`src/rsel_pkg.sv`:
```
// Constants and types for the radio interrupt source selector
package rsel_pkg;
  localparam logic [7:0] RSEL_REG_FIFO_IRQ_SRC_CONFIG = 8'h0D;
  localparam logic [7:0] RSEL_REG_EVT_STATUS = 8'h10;
  localparam logic [7:0] RSEL_REG_EVT_MASK = 8'h11;
  localparam logic [7:0] RSEL_REG_CONTROL = 8'h12;
  localparam logic [7:0] RSEL_CFG_RESET = 8'h00;
  localparam logic [7:0] RSEL_MASK_RESET = 8'h00;
  localparam logic [2:0] RSEL_CTRL_RESET = 3'h0;
  localparam int RSEL_FIRST_SRC_LSB = 6;
  localparam int RSEL_SECOND_SRC_LSB = 4;
  localparam int RSEL_TX_SRC_BIT = 3;
  localparam int RSEL_FULL_BIT = 2;
  localparam int RSEL_NONEMPTY_BIT = 1;
  localparam int RSEL_OVERRUN_BIT = 0;
  localparam int RSEL_CTRL_TX_BIT = 0;
  localparam int RSEL_CTRL_ADDR_FILT_BIT = 1;
  localparam int RSEL_CTRL_STANDBY_BIT = 2;
  localparam int RSEL_EVT_OVERRUN = 0;
  localparam int RSEL_EVT_FULL = 1;
  localparam int RSEL_EVT_TX_DONE = 2;
  localparam int RSEL_EVT_PAYLOAD = 3;
  localparam int RSEL_EVT_SYNC = 4;
  localparam logic [1:0] RSEL_MODE_CONT = 2'h0;
  localparam logic [1:0] RSEL_MODE_BUF = 2'h1;
  typedef enum logic [1:0] {
    RSEL_BUS_IDLE = 2'b00,
    RSEL_BUS_ACK = 2'b01
  } rsel_bus_state_t;
endpackage : rsel_pkg

```
`src/rsel_irq_select.sv`:
```
// Interrupt source selector with FIFO status flags and Avalon-MM register slave
//
// Implementation choice: the Avalon-MM interface to the registers.
`timescale 1ns/1ps
module rsel_irq_select
  import rsel_pkg::*;
(
  input wire logic mclk,
  input wire logic reset_n,
  input wire logic [7:0] avs_address,
  input wire logic avs_read,
  input wire logic avs_write,
  input wire logic [31:0] avs_writedata,
  input wire logic [3:0] avs_byteenable,
  output logic [31:0] avs_readdata,
  output logic avs_waitrequest,
  input wire logic [1:0] data_mode_field,
  input wire logic sync_event,
  input wire logic rssi_event,
  input wire logic queue_empty,
  input wire logic queue_full,
  input wire logic queue_threshold,
  input wire logic queue_overrun,
  input wire logic byte_written_event,
  input wire logic payload_ready_event,
  input wire logic address_match_event,
  input wire logic check_passed_event,
  input wire logic transmit_finished_event,
  input wire logic recovered_bit_clock,
  output logic queue_flush,
  output logic first_int_pin,
  output logic second_int_pin,
  output logic irq
);
  logic rst_meta;
  logic rst_sync_n;
  logic [1:0] first_pin_rx_source_sel;
  logic [1:0] second_pin_rx_source_sel;
  logic second_pin_tx_source_sel;
  logic queue_overrun_flag;
  logic [2:0] ctrl;
  logic [4:0] evt_status;
  logic [4:0] evt_mask;
  logic [4:0] evt_prev;
  rsel_bus_state_t bus_state;
  logic next_first_int_pin;
  logic next_second_int_pin;

  // Reset released through two flops
  always_ff @(posedge mclk or negedge reset_n) begin
    if (!reset_n) begin
      rst_meta <= 1'b0;
      rst_sync_n <= 1'b0;
    end else begin
      rst_meta <= 1'b1;
      rst_sync_n <= rst_meta;
    end
  end

  // Accept on second cycle so read data comes from flops
  wire bus_req = avs_read | avs_write;
  wire bus_done = (bus_state == RSEL_BUS_ACK);
  assign avs_waitrequest = bus_req & ~bus_done;
  wire wr_lane0 = avs_write & bus_done & avs_byteenable[0];
  wire wr_cfg = wr_lane0 & (avs_address == RSEL_REG_FIFO_IRQ_SRC_CONFIG);
  wire wr_status = wr_lane0 & (avs_address == RSEL_REG_EVT_STATUS);
  wire wr_mask = wr_lane0 & (avs_address == RSEL_REG_EVT_MASK);
  wire wr_ctrl = wr_lane0 & (avs_address == RSEL_REG_CONTROL);
  wire rd_take = avs_read & ~bus_done;

  wire overrun_clear = wr_cfg & avs_writedata[RSEL_OVERRUN_BIT];
  wire transmitting = ctrl[RSEL_CTRL_TX_BIT];

  wire [7:0] cfg_view = {first_pin_rx_source_sel, second_pin_rx_source_sel, second_pin_tx_source_sel,
                         queue_full, ~queue_empty, queue_overrun_flag};

  wire [4:0] evt_now = {sync_event, payload_ready_event, transmit_finished_event, queue_full, queue_overrun};
  wire [4:0] evt_rise = evt_now & ~evt_prev;

  always_ff @(posedge mclk or negedge rst_sync_n) begin
    if (!rst_sync_n) begin
      bus_state <= RSEL_BUS_IDLE;
    end else begin
      case (bus_state)
        RSEL_BUS_IDLE: bus_state <= bus_req ? RSEL_BUS_ACK : RSEL_BUS_IDLE;
        RSEL_BUS_ACK: bus_state <= RSEL_BUS_IDLE;
        default: bus_state <= RSEL_BUS_IDLE;
      endcase
    end
  end

  always_ff @(posedge mclk or negedge rst_sync_n) begin
    if (!rst_sync_n) begin
      avs_readdata <= 32'h00000000;
    end else if (rd_take) begin
      case (avs_address)
        RSEL_REG_FIFO_IRQ_SRC_CONFIG: avs_readdata <= {24'h000000, cfg_view};
        RSEL_REG_EVT_STATUS: avs_readdata <= {27'h0000000, evt_status};
        RSEL_REG_EVT_MASK: avs_readdata <= {27'h0000000, evt_mask};
        RSEL_REG_CONTROL: avs_readdata <= {29'h00000000, ctrl};
        default: avs_readdata <= 32'h00000000;
      endcase
    end
  end

  // Full and nonempty bits are live views, so writes to them have nowhere to land
  always_ff @(posedge mclk or negedge rst_sync_n) begin
    if (!rst_sync_n) begin
      first_pin_rx_source_sel <= RSEL_CFG_RESET[7:6];
      second_pin_rx_source_sel <= RSEL_CFG_RESET[5:4];
      second_pin_tx_source_sel <= RSEL_CFG_RESET[3];
    end else if (wr_cfg) begin
      first_pin_rx_source_sel <= avs_writedata[RSEL_FIRST_SRC_LSB +: 2];
      second_pin_rx_source_sel <= avs_writedata[RSEL_SECOND_SRC_LSB +: 2];
      second_pin_tx_source_sel <= avs_writedata[RSEL_TX_SRC_BIT];
    end
  end

  // Overrun event wins over a clear in the same cycle
  always_ff @(posedge mclk or negedge rst_sync_n) begin
    if (!rst_sync_n) begin
      queue_overrun_flag <= 1'b0;
    end else if (queue_overrun) begin
      queue_overrun_flag <= 1'b1;
    end else if (overrun_clear) begin
      queue_overrun_flag <= 1'b0;
    end
  end

  always_ff @(posedge mclk or negedge rst_sync_n) begin
    if (!rst_sync_n) begin
      queue_flush <= 1'b0;
    end else begin
      queue_flush <= overrun_clear;
    end
  end

  always_ff @(posedge mclk or negedge rst_sync_n) begin
    if (!rst_sync_n) begin
      ctrl <= RSEL_CTRL_RESET;
      evt_mask <= RSEL_MASK_RESET[4:0];
    end else begin
      if (wr_ctrl) ctrl <= avs_writedata[2:0];
      if (wr_mask) evt_mask <= avs_writedata[4:0];
    end
  end

  // Sticky event bits, write one to clear, set beats clear
  always_ff @(posedge mclk or negedge rst_sync_n) begin
    if (!rst_sync_n) begin
      evt_prev <= 5'h00;
      evt_status <= 5'h00;
    end else begin
      evt_prev <= evt_now;
      evt_status <= (evt_status & ~(wr_status ? avs_writedata[4:0] : 5'h00)) | evt_rise;
    end
  end

  always_ff @(posedge mclk or negedge rst_sync_n) begin
    if (!rst_sync_n) begin
      irq <= 1'b0;
    end else begin
      irq <= |(evt_status & evt_mask);
    end
  end

  // Standby and receive share one selection; standby flag only informs software
  rsel_source_mux u_mux (
    .data_mode_field(data_mode_field),
    .transmitting(transmitting),
    .address_filter_on(ctrl[RSEL_CTRL_ADDR_FILT_BIT]),
    .first_pin_rx_source_sel(first_pin_rx_source_sel),
    .second_pin_rx_source_sel(second_pin_rx_source_sel),
    .second_pin_tx_source_sel(second_pin_tx_source_sel),
    .sync_event(sync_event),
    .rssi_event(rssi_event),
    .queue_empty(queue_empty),
    .queue_full(queue_full),
    .queue_threshold(queue_threshold),
    .byte_written_event(byte_written_event),
    .payload_ready_event(payload_ready_event),
    .address_match_event(address_match_event),
    .check_passed_event(check_passed_event),
    .transmit_finished_event(transmit_finished_event),
    .recovered_bit_clock(recovered_bit_clock),
    .next_first_int_pin(next_first_int_pin),
    .next_second_int_pin(next_second_int_pin)
  );

  // Pins registered: one cycle lag on every source, bit clock included
  always_ff @(posedge mclk or negedge rst_sync_n) begin
    if (!rst_sync_n) begin
      first_int_pin <= 1'b0;
      second_int_pin <= 1'b0;
    end else begin
      first_int_pin <= next_first_int_pin;
      second_int_pin <= next_second_int_pin;
    end
  end
endmodule : rsel_irq_select

```
`src/rsel_source_mux.sv`:
```
// Mode dependent source selection for both interrupt request pins
`timescale 1ns/1ps
module rsel_source_mux
  import rsel_pkg::*;
(
  input wire logic [1:0] data_mode_field,
  input wire logic transmitting,
  input wire logic address_filter_on,
  input wire logic [1:0] first_pin_rx_source_sel,
  input wire logic [1:0] second_pin_rx_source_sel,
  input wire logic second_pin_tx_source_sel,
  input wire logic sync_event,
  input wire logic rssi_event,
  input wire logic queue_empty,
  input wire logic queue_full,
  input wire logic queue_threshold,
  input wire logic byte_written_event,
  input wire logic payload_ready_event,
  input wire logic address_match_event,
  input wire logic check_passed_event,
  input wire logic transmit_finished_event,
  input wire logic recovered_bit_clock,
  output logic next_first_int_pin,
  output logic next_second_int_pin
);
  wire cont_mode = (data_mode_field == RSEL_MODE_CONT);
  wire buf_mode = (data_mode_field == RSEL_MODE_BUF);
  wire pkt_sync = address_filter_on ? address_match_event : sync_event;

  always_comb begin
    next_first_int_pin = 1'b0;
    if (cont_mode) begin
      next_first_int_pin = (first_pin_rx_source_sel == 2'h1) ? rssi_event : sync_event;
    end else begin
      case (first_pin_rx_source_sel)
        2'h3: next_first_int_pin = buf_mode ? sync_event : pkt_sync;
        2'h2: next_first_int_pin = queue_empty;
        2'h1: next_first_int_pin = byte_written_event;
        default: next_first_int_pin = buf_mode ? 1'b0 : payload_ready_event;
      endcase
    end
  end

  always_comb begin
    next_second_int_pin = 1'b0;
    if (cont_mode) begin
      next_second_int_pin = recovered_bit_clock;
    end else if (transmitting) begin
      next_second_int_pin = second_pin_tx_source_sel ? transmit_finished_event : queue_full;
    end else begin
      case (second_pin_rx_source_sel)
        2'h3: next_second_int_pin = queue_threshold;
        2'h2: next_second_int_pin = rssi_event;
        2'h1: next_second_int_pin = queue_full;
        default: next_second_int_pin = buf_mode ? 1'b0 : check_passed_event;
      endcase
    end
  end
endmodule : rsel_source_mux
```
`config.mk`:
```
export PLATFORM = sky130hd
export DESIGN_NAME = rsel_irq_select
export DESIGN_NICKNAME = d
export VERILOG_FILES = /design/src/rsel_pkg.sv /design/src/rsel_irq_select.sv /design/src/rsel_source_mux.sv
export SDC_FILE = /design/constraint.sdc
export NUM_CORES = 1
export LEC_CHECK = 0
export BUFFER_PORTS_ARGS = -buffer_cell sky130_fd_sc_hd__clkbuf_2
export CORE_ASPECT_RATIO = 1.2
export CORE_MARGIN = 2
export CORE_UTILIZATION = 40
export CTS_CLUSTER_DIAMETER = 30
export DETAILED_ROUTE_END_ITERATION = 8
export PLACE_DENSITY = 0.84
export SETUP_SLACK_MARGIN = 0.5
export SYNTH_ARGS = -nofsm -noshare
export SYNTH_HDL_FRONTEND = slang
export SYNTH_SLANG_ARGS = --single-unit
```
`constraint.sdc`:
```
create_clock -name mclk -period 1.8 [get_ports mclk]
set_clock_uncertainty 0.1 [all_clocks]
set_input_delay 0.36 -clock mclk [delete_from_list [all_inputs] [get_ports mclk]]
set_output_delay 0.36 -clock mclk [all_outputs]
set_load 0.02 [all_outputs]
```
==> implementation parameters <==
Parameter                              Value

Detailed routing
  DRC violation count after routing    0
  First drt pass iteration count    7
  Via-per-instance ratio    about 5.0
  Residual antenna-violating net count after detailed routing    0
  Routed wire length    ~5400 um
  Detailed router's first-iteration violation count    55
  Total via count after detailed routing    approximately 1,700
  WL/cell    16.22 um

STA
  Unrepaired setup endpoints after global routing    true
  Final setup vio count    0
  Endpoints failing hold    0
  Maximum clock frequency    about 570 MHz
  Final number of max-transition violations    0
  Final setup slack of the worst path    between 0.03 and 0.04 ns
  Minimum clock period    ~1.8 ns
  Final worst-path cycle share    97.78%

Clocking
  Clock slew at the register clock pins of the worst setup and hold paths    ~0.080 ns
  CTS H-tree depth    2
  TritonCTS clock tree    done
  Sinks on Clock Net    39
  Maximum clock path buffer count    2
  CTS Buf Count    5
  Worst-Skew Late Latency    between 0.2 and 0.3 ns
  Buffer type at the clock tree root    sky130_fd_sc_hd__clkbuf_8

Place
  Count of buffers from port buffering    47
  Global placement routability congestion    0.8326
  Worst slack at placement    -0.3424 ns
  Detailed placer's ending HPWL    ~3400 um

Worst hold path
  Path type of the worst min-delay path    input port to register

Layout
  Most frequent cells in the layout    sky130_fd_sc_hd__dfrtp_1 (39), sky130_fd_sc_hd__clkbuf_2 (33), sky130_fd_sc_hd__buf_4 (26)
  Antenna diode count    0
  Fraction of layout instances using a drive strength above 1    50.92%
  Most frequent standard cell in the layout excluding fill and tap cells    sky130_fd_sc_hd__dfrtp_1
  Synthesis-to-layout area growth    52.37%
  Fillers    343
  Fin util    between 60% and 70%
  # nets final    about 330

Floorplan
  Row Count    27
  Top-Level Pins    between 90 and 100
  Placeable core region    about 4600 sq um
  Floorplan die width    about 68 um
  Area of the die    5457 sq um
  Starting density of the core    42.17%
  Die height    80.52 um

Global route
  GRT Overall Usage    19.08%
  Gr ovfl total    0
  Antenna violations before repair    0
  Largest net degree at the start of global routing    38
  Vias in the first global route    ~1,600
  Global-route wire length before repair    approximately 7600 um

Outcome
  Run status    completed

Critical path
  Kind of start point of the critical path    input port
  Arrival time reported for the critical path endpoint    about 1.8 ns
  Endpoint type of the worst setup path    register
  Type of the setup path with the least slack    input port to register
  Critical path peak fanout    5
  Critical path required time    1.88 ns

Logic synthesis
  Synth Area in Simple Gates    between 10% and 20%
  Multiplexer share of the synthesized area    between 10% and 20%
  Combinational family with the most area after synthesis    compound AO/OA/AOI/OAI gates
  Post-synthesis cell area    around 2000 sq um
  Top cell type's share of synthesized area    roughly half
  Xor/xnor cell area share of the yosys netlist    0%
  Adder and majority cell fraction of the synthesized area    0%
  Average cell area after synthesis    approximately 11 sq um
  Yosys top cell by area    sky130_fd_sc_hd__dfrtp_1
  Number of cells produced by synthesis    around 180
  Portion of the post-synthesis area used by sequential elements    50.00%
  Library cells used by synthesis    36
  Dominant cells by area after synthesis    sky130_fd_sc_hd__dfrtp_1 (50%), sky130_fd_sc_hd__buf_4 (9.2%), sky130_fd_sc_hd__mux2_2 (4.6%)
  Seq cells post-synth    39
  Compound-gate portion of the synthesized area    a little over an eighth
  Yosys Warn Count    0

Power and ir drop
  Worst ir drop on vdd    ~0.00047 V
  Leakage power summed over all cells    0.001481 uW
  Ratio of total power to cell area    between 700 and 800 nW/um^2

Flow run
  Maximum capacitance violations    0
[cells by family (layout without fill, tap and decap cells)]
| logic type | count (synthesis) | in the layout |
|---|---|---|
| AND/OR/NAND/NOR | 46 | 46 |
| flip-flops | 39 | 39 |
| multiplexers | 19 | 19 |
| buffers and inverters | 37 | 106 |
| AO/OA/AOI/OAI | 38 | 38 |
| other | 2 | 25 |
[metal layers]
metal,wire (um),share of wire [%],GRT usage (%),up-vias
met5,0,0,0,-
met4,99,1.8,7.400,0
met2,2893,54,32.65,61
met3,307,5.7,4.762,10
li1,-,-,-,777
met1,2070,39,22.59,820
[report_power, final]
part / switching [uW] / internal, uW
Combinational: 181 / 128
Sequential: 12.9 / 896
Clock: 314 / 554
Total: 507 / 1580
[synth_stat cells (all sizes together)]
cell type  number
a21boi          1
nor4b           1
a221o           1
nor2            4
nand3           2
dfrtp          39
nand4b          1
or4             2
a222oi          1
conb            2
or3b            1
a22o            7
nand2b          5
mux2i           7
a21oi           4
mux2           12
inv             9
o22ai           2
clkbuf          2
and2            1
a22oi           5
nor4            4
nand2          19
o21bai          2
nor3            3
o221ai          2
o21ai          11
nand3b          1
o2bb2ai         1
and4b           1
and3            1
a311oi          1
buf            26
[per-stage QoR]
stage	cells	instance area (sq um)	hold slack [ns]	power [uW]	setup TNS, ns
2_1_floorplan	204	2067	-0.03559	1091	-2.597
3_3_place_gp	299	2296	0.04641	1148	-3.921
3_5_place_dp	299	2296	0.05012	1154	-4.664
4_1_cts	316	2664	0.09969	2047	0
5_1_grt	331	2974	0.1091	2161	0
6_report	331	2974	0.1061	2086	0
[final cells by class]
cell class | count | area (sq um) | area share [%]
timing repair buffer | 89 | 706.9 | 23.77
inverter | 9 | 33.78 | 1.136
multi-input combinational | 128 | 1052 | 35.38
tap | 58 | 72.57 | 2.440
clock inverter | 2 | 60.06 | 2.019
sequential | 39 | 975.9 | 32.81
clock buffer | 6 | 72.57 | 2.440
[worst paths after layout]
check                                               to  slack [ns]  cells past startpoint      startpoint
max in group asynchronous              avs_readdata[0]        1.08                      1      rst_sync_n
hold reg to reg                            evt_prev[1]        0.19                      1      rst_sync_n
setup reg to reg                           evt_mask[3]        0.17                      3    bus_state[0]
min in group asynchronous                  evt_prev[1]        0.19                      1      rst_sync_n
setup / recovery           second_pin_rx_source_sel[0]        0.04                      6  avs_address[1]
hold / removal                             evt_prev[0]        0.11                      1   queue_overrun
[worst max-delay path, stage by stage]
cell,delay (ns)
sky130_fd_sc_hd__buf_6,0.09
sky130_fd_sc_hd__or4_4,0.54
sky130_fd_sc_hd__buf_6,0.16
sky130_fd_sc_hd__nor3_4,0.21
sky130_fd_sc_hd__buf_6,0.17
sky130_fd_sc_hd__mux2_4,0.30
[sequential cells by signal, indices dropped and copies added (netlist names), 2 cells and up]
| signal | cells |
|---|---|
| evt_status | 5 |
| second_pin_rx_source_sel | 2 |
| evt_prev | 5 |
| avs_readdata | 8 |
| first_pin_rx_source_sel | 2 |
| evt_mask | 5 |
| ctrl | 3 |
[repair_timing]
item,in CTS,in global routing
pin swaps,15,16
hold buffers,1,0
setup endpoints to repair,35,39
hold endpoints to repair,2,0
resized for setup,36,60
buffers inserted,8,15
Power figures use the tool's default switching activity.
